--- src/rtl/pmcfg_cfg.svh ---
// Purpose: addresses, field positions, reset values and timing counts of the
//          power-management pin and flag registers
// Assumes: 8-bit special-function register space, 40 MHz core clock
// Notes:   definitions only
`ifndef PMCFG_CFG_SVH
`define PMCFG_CFG_SVH

// ============================================================
// register addresses
`define PMCFG_ADDR_KEY      8'hC1
`define PMCFG_ADDR_ENABLES  8'hEC
`define PMCFG_ADDR_BATSW    8'hF5
`define PMCFG_ADDR_FLAGS    8'hF8
`define PMCFG_ADDR_PINCFG   8'hFF

// ============================================================
// bit addresses of the flag register
`define PMCFG_BIT_FLAGS_LO  8'hF8
`define PMCFG_BIT_FLAGS_HI  8'hFF

// ============================================================
// field positions
`define PMCFG_PIN_CALEN     7
`define PMCFG_PIN_FSEL_HI   6
`define PMCFG_PIN_FSEL_LO   5
`define PMCFG_PIN_IRQ2_HI   3
`define PMCFG_PIN_IRQ2_LO   1
`define PMCFG_PIN_IRQ1EN    0
`define PMCFG_FLG_RESTORED  7
`define PMCFG_FLG_SUMMARY   6
`define PMCFG_FLG_SAG       5
`define PMCFG_FLG_RSVD      4
`define PMCFG_FLG_CONVMON   3
`define PMCFG_FLG_BATMON    2
`define PMCFG_FLG_BATSW     1
`define PMCFG_FLG_DCLOW     0

// ============================================================
// reset values and masks
`define PMCFG_RST_PINCFG    8'h00
`define PMCFG_RST_FLAGS     8'h00
`define PMCFG_RST_BATSW     8'h00
`define PMCFG_RST_ENABLES   8'h00
`define PMCFG_RST_KEY       8'h00
`define PMCFG_PIN_MASK      8'hEF
`define PMCFG_EVT_MASK      8'hAF
`define PMCFG_BATSW_MASK    8'h03
`define PMCFG_UNLOCK_KEY    8'hEA

// ============================================================
// calibration output timing
`define PMCFG_CLK_HZ        40000000
`define PMCFG_CAL_F0_HZ     1
`define PMCFG_CAL_F1_HZ     512
`define PMCFG_CAL_F2_HZ     500
`define PMCFG_CAL_F3_HZ     16384
`define PMCFG_HALF_CYC(f)   (`PMCFG_CLK_HZ / (2 * (f)))

`endif

--- src/rtl/pmcfg_pkg.sv ---
// Purpose: types shared by the power-management register bank
// Assumes: constants live in pmcfg_cfg.svh
// Notes:   encodings follow the register fields bit for bit
package pmcfg_pkg;

  // ============================================================
  // calibration frequency select
  typedef enum logic [1:0] {
    PMCFG_CAL_1HZ    = 2'b00,
    PMCFG_CAL_512HZ  = 2'b01,
    PMCFG_CAL_500HZ  = 2'b10,
    PMCFG_CAL_16KHZ  = 2'b11
  } pmcfg_cal_sel_t;

  // ============================================================
  // battery switchover policy
  typedef enum logic [1:0] {
    PMCFG_SW_LOW_MAIN = 2'b00,
    PMCFG_SW_LOW_DC   = 2'b01,
    PMCFG_SW_OFF_A    = 2'b10,
    PMCFG_SW_OFF_B    = 2'b11
  } pmcfg_policy_t;

endpackage : pmcfg_pkg

--- src/rtl/pmcfg_cal_gen.sv ---
// Purpose: square-wave calibration clock for the shared calibration pin
// Assumes: half periods given in core clock cycles, each at least 1
// Notes:   restarts its count whenever the select changes or it is off
`timescale 1ns/1ps
`default_nettype none

module pmcfg_cal_gen
  import pmcfg_pkg::*;
#(
  parameter int unsigned HALF0 = 20000000,
  parameter int unsigned HALF1 = 39062,
  parameter int unsigned HALF2 = 40000,
  parameter int unsigned HALF3 = 1220
) (
  input  wire logic           clk_sys,   // core clock
  input  wire logic           rstn,      // async reset, active low
  input  wire logic           enable,    // calibration output on
  input  wire pmcfg_cal_sel_t sel,       // frequency select
  output logic                cal_q      // square wave
);

  logic [24:0]    cnt_q;
  logic [24:0]    cnt_d;
  logic           cal_d;
  pmcfg_cal_sel_t sel_q;
  pmcfg_cal_sel_t sel_d;
  logic [24:0]    limit;

  // ============================================================
  // next state
  always_comb begin
    case (sel)
      PMCFG_CAL_1HZ:   limit = 25'(HALF0 - 1);
      PMCFG_CAL_512HZ: limit = 25'(HALF1 - 1);
      PMCFG_CAL_500HZ: limit = 25'(HALF2 - 1);
      PMCFG_CAL_16KHZ: limit = 25'(HALF3 - 1);
      default:         limit = 25'(HALF0 - 1);
    endcase
    sel_d = sel;
    cnt_d = cnt_q;
    cal_d = cal_q;
    // a select change restarts the half period and drives the wave low at once, cutting short a high phase in progress
    if (!enable || (sel != sel_q)) begin
      cnt_d = '0;
      cal_d = 1'b0;
    end else if (cnt_q >= limit) begin
      cnt_d = '0;
      cal_d = ~cal_q;
    end else begin
      cnt_d = cnt_q + 25'h0000001;
    end
  end

  // ============================================================
  // registers
  always_ff @(posedge clk_sys or negedge rstn) begin
    if (!rstn) begin
      cnt_q <= '0;
      cal_q <= 1'b0;
      sel_q <= PMCFG_CAL_1HZ;
    end else begin
      cnt_q <= cnt_d;
      cal_q <= cal_d;
      sel_q <= sel_d;
    end
  end

endmodule // pmcfg_cal_gen

`default_nettype wire

--- src/rtl/pmcfg_regs.sv ---
// Purpose: power-management pin configuration, event flags and switchover policy
// Assumes: core drives sfr_wr/bit_wr as one-cycle strobes on clk_sys;
//          monitor inputs are asynchronous levels or pulses of two or more cycles
// Notes:   reads are registered, data appears one cycle after the read strobe
`timescale 1ns/1ps
`default_nettype none
`include "pmcfg_cfg.svh"

// Overview of operation
// - calibration pin carries the selected calibration clock while bit 7 is set.
// - bits 6..5 pick 1 Hz, 512 Hz, 500 Hz or 16.384 kHz calibration clock.
// - pin configuration writes take effect only while the key register holds 0xEA.
// - supply-restored flag sets when switched supply returns from battery to main.
// - summary flag sets whenever an enabled power event occurs.
// - sag flag sets on a sag report from the metering logic.
// - converter monitor flag sets on threshold change or new measurement.
// - battery monitor flag sets on low battery or battery measurement ready.
// - switchover flag sets when switched supply moves from main to battery.
// - dc-input-low flag sets when the sense input falls below 1.2 V.
// - flags are bit-addressable at 0xF8..0xFF and reset to zero.
// - bits 1..0 choose switchover on low main, low main or dc, or disabled.
// - each event has an enable; only enabled events raise the summary flag.
module pmcfg_regs
  import pmcfg_pkg::*;
#(
  parameter int unsigned CAL_HALF0 = `PMCFG_HALF_CYC(`PMCFG_CAL_F0_HZ),
  parameter int unsigned CAL_HALF1 = `PMCFG_HALF_CYC(`PMCFG_CAL_F1_HZ),
  parameter int unsigned CAL_HALF2 = `PMCFG_HALF_CYC(`PMCFG_CAL_F2_HZ),
  parameter int unsigned CAL_HALF3 = `PMCFG_HALF_CYC(`PMCFG_CAL_F3_HZ)
) (
  input  wire logic       clk_sys,               // core clock, 40 MHz
  input  wire logic       rstn,                  // async reset, active low
  input  wire logic [7:0] sfr_addr,              // byte register address
  input  wire logic       sfr_wr,                // byte write strobe
  input  wire logic       sfr_rd,                // byte read strobe
  input  wire logic [7:0] sfr_wdata,             // byte write data
  output logic      [7:0] sfr_rdata,             // byte read data, registered
  input  wire logic [7:0] bit_addr,              // bit address
  input  wire logic       bit_wr,                // bit write strobe
  input  wire logic       bit_rd,                // bit read strobe
  input  wire logic       bit_wdata,             // bit write value
  output logic            bit_rdata,             // bit read value, registered
  input  wire logic       on_battery,            // switched supply fed from battery
  input  wire logic       sag_event,             // metering sag report
  input  wire logic       dc_change_event,       // dc input moved by change threshold
  input  wire logic       dc_meas_ready,         // dc input measurement ready
  input  wire logic       battery_low,           // battery under low threshold
  input  wire logic       battery_meas_ready,    // battery measurement ready
  input  wire logic       dc_input_low,          // dc sense input under 1.2 V
  output logic            cal_out,               // calibration clock to pin
  output logic            cal_out_oe,            // calibration pin driven
  output logic            second_irq_gpio_en,    // second irq pin as gpio
  output logic            battery_ctrl_en,       // second irq pin as battery control
  output logic            second_irq_input_en,   // second irq input enabled
  output logic            first_irq_pin_enable,  // first irq input enabled
  output logic            switch_on_dc_low,      // switchover also on low dc input
  output logic            switchover_disable     // switchover disabled
);

  localparam int NEV = 7;

  // ============================================================
  // decoding used by byte and bit paths
  function automatic logic is_flag_bit(input logic [7:0] a);
    is_flag_bit = (a >= `PMCFG_BIT_FLAGS_LO) && (a <= `PMCFG_BIT_FLAGS_HI);
  endfunction

  function automatic logic hit(input logic [7:0] a, input logic [7:0] reg_addr);
    hit = (a == reg_addr);
  endfunction

  // ============================================================
  // register state
  logic [7:0]     pin_q;
  logic [7:0]     pin_d;
  logic [7:0]     flags_q;
  logic [7:0]     flags_d;
  logic [7:0]     batsw_q;
  logic [7:0]     batsw_d;
  logic [7:0]     en_q;
  logic [7:0]     en_d;
  logic [7:0]     key_q;
  logic [7:0]     key_d;
  logic [7:0]     rdata_d;
  logic           brdata_d;
  logic           unlocked;
  logic [7:0]     set_vec;
  logic [7:0]     wr_val;
  logic [7:0]     wr_mask;

  // ============================================================
  // monitor input synchronisers and edge detect
  logic [NEV-1:0] raw;
  logic [NEV-1:0] sync1_q;
  logic [NEV-1:0] sync2_q;
  logic [NEV-1:0] prev_q;
  logic [NEV-1:0] rise;
  logic           restored;

  assign raw = {dc_input_low, battery_meas_ready, battery_low, dc_meas_ready,
                dc_change_event, sag_event, on_battery};

  genvar gi;
  generate
    for (gi = 0; gi < NEV; gi++) begin : g_sync
      always_ff @(posedge clk_sys or negedge rstn) begin
        if (!rstn) begin
          sync1_q[gi] <= 1'b0;
          sync2_q[gi] <= 1'b0;
          prev_q[gi]  <= 1'b0;
        end else begin
          sync1_q[gi] <= raw[gi];
          sync2_q[gi] <= sync1_q[gi];
          prev_q[gi]  <= sync2_q[gi];
        end
      end
      assign rise[gi] = sync2_q[gi] & ~prev_q[gi];
    end
  endgenerate

  // falling edge of on_battery means the main supply is back
  assign restored = ~sync2_q[0] & prev_q[0];

  // ============================================================
  // event sets
  always_comb begin
    set_vec = 8'h00;
    set_vec[`PMCFG_FLG_RESTORED] = restored;
    set_vec[`PMCFG_FLG_SAG]      = rise[1];
    set_vec[`PMCFG_FLG_CONVMON]  = rise[2] | rise[3];
    set_vec[`PMCFG_FLG_BATMON]   = rise[4] | rise[5];
    set_vec[`PMCFG_FLG_BATSW]    = rise[0];
    set_vec[`PMCFG_FLG_DCLOW]    = rise[6];
    // summary sees the event itself, so a same-cycle clear of the source flag
    // cannot hide it
    set_vec[`PMCFG_FLG_SUMMARY]  = |(set_vec & en_q & `PMCFG_EVT_MASK);
  end

  assign unlocked = (key_q == `PMCFG_UNLOCK_KEY);

  // ============================================================
  // next register values
  always_comb begin
    pin_d   = pin_q;
    batsw_d = batsw_q;
    en_d    = en_q;
    key_d   = key_q;
    wr_val  = 8'h00;
    wr_mask = 8'h00;
    if (sfr_wr) begin
      if (hit(sfr_addr, `PMCFG_ADDR_PINCFG) && unlocked) begin
        pin_d = sfr_wdata & `PMCFG_PIN_MASK;
      end
      if (hit(sfr_addr, `PMCFG_ADDR_KEY)) begin
        key_d = sfr_wdata;
      end
      if (hit(sfr_addr, `PMCFG_ADDR_ENABLES)) begin
        en_d = sfr_wdata & `PMCFG_EVT_MASK;
      end
      if (hit(sfr_addr, `PMCFG_ADDR_BATSW)) begin
        batsw_d = sfr_wdata & `PMCFG_BATSW_MASK;
      end
      if (hit(sfr_addr, `PMCFG_ADDR_FLAGS)) begin
        wr_val  = sfr_wdata;
        wr_mask = 8'hFF;
      end
    end else if (bit_wr && is_flag_bit(bit_addr)) begin
      wr_mask[bit_addr[2:0]] = 1'b1;
      wr_val[bit_addr[2:0]]  = bit_wdata;
    end
    // hardware set wins over a software clear in the same cycle
    flags_d = ((flags_q & ~wr_mask) | (wr_val & wr_mask) | set_vec)
              & ~(8'h01 << `PMCFG_FLG_RSVD);
  end

  // ============================================================
  // read mux
  always_comb begin
    rdata_d  = sfr_rdata;
    brdata_d = bit_rdata;
    if (sfr_rd) begin
      case (sfr_addr)
        `PMCFG_ADDR_PINCFG:  rdata_d = pin_q;
        `PMCFG_ADDR_FLAGS:   rdata_d = flags_q;
        `PMCFG_ADDR_BATSW:   rdata_d = batsw_q;
        `PMCFG_ADDR_ENABLES: rdata_d = en_q;
        `PMCFG_ADDR_KEY:     rdata_d = key_q;
        default:             rdata_d = 8'h00;
      endcase
    end
    if (bit_rd) begin
      brdata_d = is_flag_bit(bit_addr) ? flags_q[bit_addr[2:0]] : 1'b0;
    end
  end

  // ============================================================
  // registers
  always_ff @(posedge clk_sys or negedge rstn) begin
    if (!rstn) begin
      pin_q     <= `PMCFG_RST_PINCFG;
      flags_q   <= `PMCFG_RST_FLAGS;
      batsw_q   <= `PMCFG_RST_BATSW;
      en_q      <= `PMCFG_RST_ENABLES;
      key_q     <= `PMCFG_RST_KEY;
      sfr_rdata <= 8'h00;
      bit_rdata <= 1'b0;
    end else begin
      pin_q     <= pin_d;
      flags_q   <= flags_d;
      batsw_q   <= batsw_d;
      en_q      <= en_d;
      key_q     <= key_d;
      sfr_rdata <= rdata_d;
      bit_rdata <= brdata_d;
    end
  end

  // ============================================================
  // decoded control outputs, registered from the next values; cal_out_oe is registered from the current pin_q
  logic irq2_gpio_d;
  logic battery_control_input_d;
  logic irq2_in_d;
  logic sw_dc_d;
  logic sw_off_d;

  always_comb begin
    irq2_gpio_d = pin_d[2:1] == 2'b00;
    battery_control_input_d     = pin_d[2:1] == 2'b01;
    irq2_in_d   = pin_d[3:2] == 2'b11;
    case (pmcfg_policy_t'(batsw_d[1:0]))
      PMCFG_SW_LOW_MAIN: begin
        sw_dc_d  = 1'b0;
        sw_off_d = 1'b0;
      end
      PMCFG_SW_LOW_DC: begin
        sw_dc_d  = 1'b1;
        sw_off_d = 1'b0;
      end
      default: begin
        sw_dc_d  = 1'b0;
        sw_off_d = 1'b1;
      end
    endcase
  end

  always_ff @(posedge clk_sys or negedge rstn) begin
    if (!rstn) begin
      second_irq_gpio_en   <= 1'b1;
      battery_ctrl_en      <= 1'b0;
      second_irq_input_en  <= 1'b0;
      first_irq_pin_enable <= 1'b0;
      switch_on_dc_low     <= 1'b0;
      switchover_disable   <= 1'b0;
      cal_out_oe           <= 1'b0;
    end else begin
      second_irq_gpio_en   <= irq2_gpio_d;
      battery_ctrl_en      <= battery_control_input_d;
      second_irq_input_en  <= irq2_in_d;
      first_irq_pin_enable <= pin_d[`PMCFG_PIN_IRQ1EN];
      switch_on_dc_low     <= sw_dc_d;
      switchover_disable   <= sw_off_d;
      cal_out_oe           <= pin_q[`PMCFG_PIN_CALEN];
    end
  end

  // ============================================================
  // calibration clock
  pmcfg_cal_gen #(
    .HALF0 (CAL_HALF0),
    .HALF1 (CAL_HALF1),
    .HALF2 (CAL_HALF2),
    .HALF3 (CAL_HALF3)
  ) u_cal (
    .clk_sys (clk_sys),
    .rstn    (rstn),
    .enable  (pin_q[`PMCFG_PIN_CALEN]),
    .sel     (pmcfg_cal_sel_t'(pin_q[`PMCFG_PIN_FSEL_HI:`PMCFG_PIN_FSEL_LO])),
    .cal_q   (cal_out)
  );

endmodule // pmcfg_regs

`default_nettype wire

--- config.mk ---
export PLATFORM = sky130hd
export DESIGN_NAME = pmcfg_regs
export DESIGN_NICKNAME = d
export VERILOG_FILES = /design/src/rtl/pmcfg_pkg.sv /design/src/rtl/pmcfg_cal_gen.sv /design/src/rtl/pmcfg_regs.sv
export VERILOG_INCLUDE_DIRS = /design/src /design/src/rtl
export SDC_FILE = /design/constraint.sdc
export NUM_CORES = 1
export LEC_CHECK = 0
export ABC_AREA = 1
export BUFFER_PORTS_ARGS = -buffer_cell sky130_fd_sc_hd__buf_2
export CORE_ASPECT_RATIO = 0.5
export CORE_MARGIN = 8
export CORE_UTILIZATION = 63
export CTS_BUF_LIST = sky130_fd_sc_hd__clkbuf_4 sky130_fd_sc_hd__clkbuf_8 sky130_fd_sc_hd__clkbuf_16
export CTS_CLUSTER_SIZE = 30
export DETAILED_ROUTE_END_ITERATION = 12
export PLACE_DENSITY = 0.85
export SLEW_MARGIN = 20
export SYNTH_ARGS = -nofsm -noshare
export SYNTH_HDL_FRONTEND = slang
export SYNTH_SLANG_ARGS = --single-unit
--- constraint.sdc ---
create_clock -name clk_sys -period 4 [get_ports clk_sys]
set_clock_uncertainty 0.1 [all_clocks]
set_input_delay 0.2 -clock clk_sys [delete_from_list [all_inputs] [get_ports clk_sys]]
set_output_delay 0.2 -clock clk_sys [all_outputs]
set_load 0.01 [all_outputs]
## Word-level counts from Yosys, hierarchy flattened

Cells that the tools add are included.

- Output and inout port bits: 17
- Logic and storage cells: 122
- Register bits after elaboration: 95
- Bits of input ports: 38

- Equality and inequality tests: 13
- $add $sub $neg: 1
- Order comparisons: 5
- Bitwise gates (word level): 26
- Reduce and logical (&&, ||, !) cells: 15
- Muxes and demuxes: 23

Operators by type and width:

| cell | number |
|---|---|
| 25-bit case mux with 4 select lines | 1 |
| 25-bit two-way mux | 2 |
| 8-bit equality test (second input constant) | 6 |
| 8-bit two-way mux | 6 |
| 8-bit case mux with 5 select lines | 1 |
| 8-bit bitwise AND | 4 |
| 25-bit by 1-bit adder with 25-bit output (second input constant) | 1 |
| 25-bit greater-or-equal comparator | 1 |
| 8-bit OR | 2 |
| 1-bit inverter | 9 |
| 1-bit bitwise AND | 8 |
| 8-bit greater-or-equal comparator (second input constant) | 1 |
| 8-bit <= comparator (second input constant) | 1 |
| 4-bit two-way mux | 2 |
| 8-bit inverter | 1 |
| 1-bit two-way mux | 7 |
| 2-bit by 1-bit equality test with 1-bit output (second input constant) | 3 |
| 2-bit equality test (second input constant) | 3 |
| 2-bit logical NOT | 3 |
| 2-bit AND reduction | 3 |
| 6-bit OR reduction | 1 |
| 1-bit logical AND | 4 |
| 3-bit by 4-bit < comparator with 1-bit output (second input constant) | 1 |
| 2-bit two-way mux | 2 |
| 9 further kinds | 10 |

## Logic depth before layout (Yosys ltp)

- Depth after elaboration: 10
- Depth in mapped cells: 15
- Mapped depth without buffers: 15

## Hierarchy

Synthesis repeated with hierarchy kept, for this count alone.

- Cell total of the unflattened synthesis: 635
- Area, all modules: 5,118.7 µm²

By module, submodules not included:

| module | area each (µm²) | sequential area each (µm²) | instances | cells an instance |
|---|---|---|---|---|
| pmcfg_regs | 3,078.0 | 1,652.8 | 1 | 369 |
| pmcfg_cal_gen | 2,040.7 | 700.7 | 1 | 266 |

## Worst setup path before layout

No wires, ideal clock.

- Kind: register -> register
- From: register pin_q[5]
- To: register u_cal.cnt_q[15]
- Path buffers: 1
- Clock period less this slack: 2,275 ps
- Required time: 3,779 ps
- Data arrival time: 2,054 ps
- Stages on the path, launching flop included: 13
- Path slack: 1,725 ps
- Library setup time: 121 ps
- Cells stage by stage: dfrtp_1 inv_1 ha_1 inv_1 ha_1 nand2_1 nor3_1 nand3_1 nor3_2 nand2_2 nand3_4 buf_6 nor2_2

- Cells in the longest elaborated chain, start to end: 5
- Elaborated cells on any way between the ends: 10
- Classes of those cells: order compare (1); eq/ne (4); mux (3); reduce/logical (2)

RTL lines:

| element | RTL line | RTL |
|---|---|---|
| start: declaration | pmcfg_regs.sv:74 | `logic [7:0] pin_q;` |
| start signal: assignment | pmcfg_regs.sv:200 | `` pin_q <= `PMCFG_RST_PINCFG; `` |
| start signal: assignment | pmcfg_regs.sv:208 | `pin_q <= pin_d;` |
| 2-bit equality test, or another cell as far along | pmcfg_cal_gen.sv:32 | `case (sel)` |
| 25-bit case mux with 4 select lines | pmcfg_cal_gen.sv:32 |  |
| 25-bit greater-or-equal comparator | pmcfg_cal_gen.sv:46 | `end else if (cnt_q >= limit) begin` |
| 25-bit two-way mux | pmcfg_cal_gen.sv:46 |  |
| 25-bit two-way mux * | pmcfg_cal_gen.sv:43 | `if (!enable \|\| (sel != sel_q)) begin` |
| named net u_cal.cnt_d[15] | pmcfg_cal_gen.sv:23 | `logic [24:0] cnt_d;` |
| end signal: assignment | pmcfg_cal_gen.sv:62 | `cnt_q <= cnt_d;` |
| end: declaration | pmcfg_cal_gen.sv:22 | `logic [24:0] cnt_q;` |

Mark *: on every way through the listed nets, which the timed path passes. The rest lies on a longest branch. The select of a mux whose other input is x is not followed.
A chain may end at the register's enable or synchronous reset.

## Worst setup path in the final report

- From: register pin_q[5]
- To: register u_cal.cnt_q[18]

Same word-level chain as after synthesis.

==> flow_summary.yaml <==
status:
  outcome: "complete, no violations"
yosys:
  synth_nets: 636
  netlist.area_leader.share_pct: 47.3
  synth_edf_count: 0
  syn-cell-area_um2: 4870
  synth_top_flop_cell: "dfrtp_1"
  ys_ff_latch: 93
  yosysTopAreaCell: "dfrtp_1"
  ys_warn_count: 0
  synthArstFlopShare_pct: 100
  syn_area_per_cell_um2: 8.41
  synthDistinctLibCells: 44
  synth_area_leaders: "dfrtp_1 (47%), nand2_1 (11%), inv_1 (5.9%), ha_1 (4.9%), nand3_1 (3.1%)"
  ys_seq_area_share_pct: 47.8
  syn_inst: 579
setup_path:
  cp.arrival_ns: 2.80
  startpoint: "pin_q[5]"
  crit_fanout: 25
  critPathBufInv: 2
  path_cells: "inv_1 -> ha_1 -> inv_1 -> ha_1 -> nand2_1 -> nor3_1 -> nand3_1 -> nor3_2 -> nand2_2 -> nand3_4 -> nor2_1"
  start_kind: "flop"
  cp_top_family: "simple AND/OR/NAND/NOR gates"
  required_ns: 4.11
  critical_path.slowest_cell: "dfrtp_1"
  max_stage_delay_ns: 0.46
  crit_type: "flop to flop"
  cp-end-kind: "flop"
  rr_startpoint: "pin_q[5]"
grt:
  grt_pass1_wl_um: 19600
  grt_pass1_vias: 4256
  grt_overflow_total: 0
  antenna_found_initial: 1
  track_usage_pct: 22.0
  grt_max_degree: 58
layout:
  layout-drive-gt1-share_pct: 18.3
  final_util_pct: 75.7
  fillers: 524
  seqCellArea_um2: 2330
  num_antenna_cells: 0
  nNetsFinal: 704
  synthToLayoutAreaGrowth_pct: 15.1
  multi_input_area_um2: 2170
placed_design:
  port_buffers: 54
  globalplace.congestion: 0.908
  dpl.hpwl_um: 8240
sta:
  period_share_pct: 67.3
  setup_viol: 0
  fin_tns_setup_ns: 0
  hold_violations: 0
  hold_slack_ns: 0.00744
  timing.slew.headroom_pct: 52.3
  fmax_ghz: 0.372
  maxSlewViolCount: 0
  period_minus_slack_ns: 2.69
  tightest_slew_ns: 0.715
  rsz0062_at_grt: "false"
clocking:
  tritoncts: "yes"
  numCtsBuffers: 9
  insertion_delay_ns: 0.35
  cts.reportedPaths.clkPinSlew_ns: 0.07
  clock_path_buffers: 2
  clock-sinks: 93
  post_cts_resized: 0
  cts_root_buffer: "clkbuf_16"
  htreeDepth: 3
  post_cts_buffers: 0
  hold_buffers: 10
power:
  ir_drop_v: 0.000308
  p_leak_nw: 2.74
  powerDensity_nw_per_um2: 344
route:
  viasPerCell: 5.61
  dr.first_iter.drc_count: 379
  wirelength_um: 11500
  wl_per_cell_um: 15.4
  drt_pass1_iterations: 5
  vias: 4193
  antenna_left: 0
  drc_errors: 0
floorplan:
  core.rowCount: 22
  die_y_um: 78.2
  pin_count: 55
  die_area_um2: 11000
  initial_core_util_pct: 65.8
  coreArea_um2: 7400
  die_x_um: 140
run:
  maxCapViolCount: 0
hold_path:
  hold_class: "input port to flop"
  worstHoldStart: "sfr_wdata[5]"
-- cells in the mapped netlist (2+ instances only) --
| library cell | count |
|---|---|
| nand2_1 | 148 |
| dfrtp_1 | 92 |
| inv_1 | 77 |
| nor2_1 | 40 |
| nand3_1 | 30 |
| o21ai_0 | 30 |
| nor2_2 | 22 |
| ha_1 | 19 |
| nor3_1 | 17 |
| xor2_1 | 14 |
| nand4_1 | 13 |
| o21ai_1 | 8 |
| nor3_2 | 6 |
| o22ai_1 | 6 |
| xnor2_1 | 6 |
| inv_2 | 5 |
| o2111ai_1 | 5 |
| nand2_2 | 3 |
| nand3_2 | 3 |
| nor4_1 | 3 |
| a21oi_1 | 2 |
| buf_2 | 2 |
| buf_6 | 2 |
| clkbuf_1 | 2 |
| nor2_4 | 2 |
| o211ai_1 | 2 |
| o21bai_1 | 2 |
| o32ai_1 | 2 |
-- cell usage in the layout (no fill, tap or decap), types with 2 or more instances in the layout --
cell / count
o22ai_1: 6
o2111ai_1: 5
nor2_2: 22
o21ai_1: 8
nor3_1: 17
xnor2_1: 6
nor4_1: 3
buf_4: 2
buf_2: 53
dfrtp_1: 92
nand2_1: 148
nand3_2: 3
inv_1: 77
nor3_2: 6
inv_8: 2
o32ai_1: 2
nor2_1: 40
o21bai_1: 2
o211ai_1: 2
nand2_2: 3
xor2_1: 14
nor2_4: 2
nand4_1: 13
clkbuf_16: 9
nand3_1: 30
a21oi_1: 2
o21ai_0: 30
inv_6: 4
ha_1: 19
dlygate4sd3_1: 10
inv_2: 5
-- layer usage --
layer  track usage [%]  vias up  routed length (µm)
met5                 0        -                  13
met4              9.67        2                 301
met3              6.64       39                 751
met2              38.5      158                5720
met1              25.0     1986                4750
li1                  -     2008                   -
-- path summary, 6_finish.rpt --
path | cells past startpoint | end | slack (ns)
setup / recovery | 11 | u_cal.cnt_q[18] | 1.31
hold / removal | 3 | en_q[5] | 0.007
setup reg to reg | 11 | u_cal.cnt_q[18] | 1.31
hold reg to reg | 0 | sync2_q[1] | 0.25
max in group asynchronous | 3 | second_irq_gpio_en | 2.51
min in group asynchronous | 2 | prev_q[3] | 0.35
-- tightest hold or removal path, delay by kind of cell --
kind | cells | cell delay (ns)
compound gates | 1 | 0.06
buf+inv | 1 | 0.11
simple gates | 1 | 0.05
-- power breakdown --
part	total (mW)	switching (mW)	internal (mW)
clock	0.850	0.394	0.456
sequential	0.974	0.0112	0.963
combinational	0.107	0.0692	0.0376
-- metrics by stage --
step | setup slack (ns) | power, mW | area [µm²] | std cells
CTS | 1.31 | 1.94 | 5610 | 748
detailed placement | 1.32 | 1.09 | 5210 | 722
global route | 1.08 | 1.99 | 5610 | 748
floorplan | 1.73 | 1.03 | 4870 | 579
global placement | 1.47 | 1.09 | 5210 | 722
finish | 1.31 | 1.93 | 5610 | 748
-- sequential cells by signal, summed over array words and instances, names as in the netlist --
name,cells
pin_q,7
bit_rdata,1
second_irq_input_en,1
switch_on_dc_low,1
sync2_q,7
prev_q,7
u_cal.sel_q,2
key_q,8
battery_ctrl_en,1
u_cal.cal_q,1
en_q,6
sync1_q,7
u_cal.cnt_q,25
batsw_q,2
second_irq_gpio_en,1
cal_out_oe,1
sfr_rdata,8
flags_q,7
-- cells by family after synthesis --
logic type	after synthesis	synth area share, %
AO/OA/AOI/OAI	62	7.86
XOR/XNOR	20	3.60
adder cells (fa/ha/maj)	19	4.88
buffers and inverters	91	7.68
flip-flops	93	47.8
AND/OR/NAND/NOR	294	28.2
-- cell type report --
type	instances	share of cell area, %
Timing Repair Buffer	65	6.78
Clock inverter	6	1.03
Clock buffer	10	4.26
Sequential cell	93	41.5
Multi-Input combinational cell	395	38.7
Inverter	83	5.56
Tap cell	96	2.14
No activity file was read; power rests on OpenSTA's default activity.
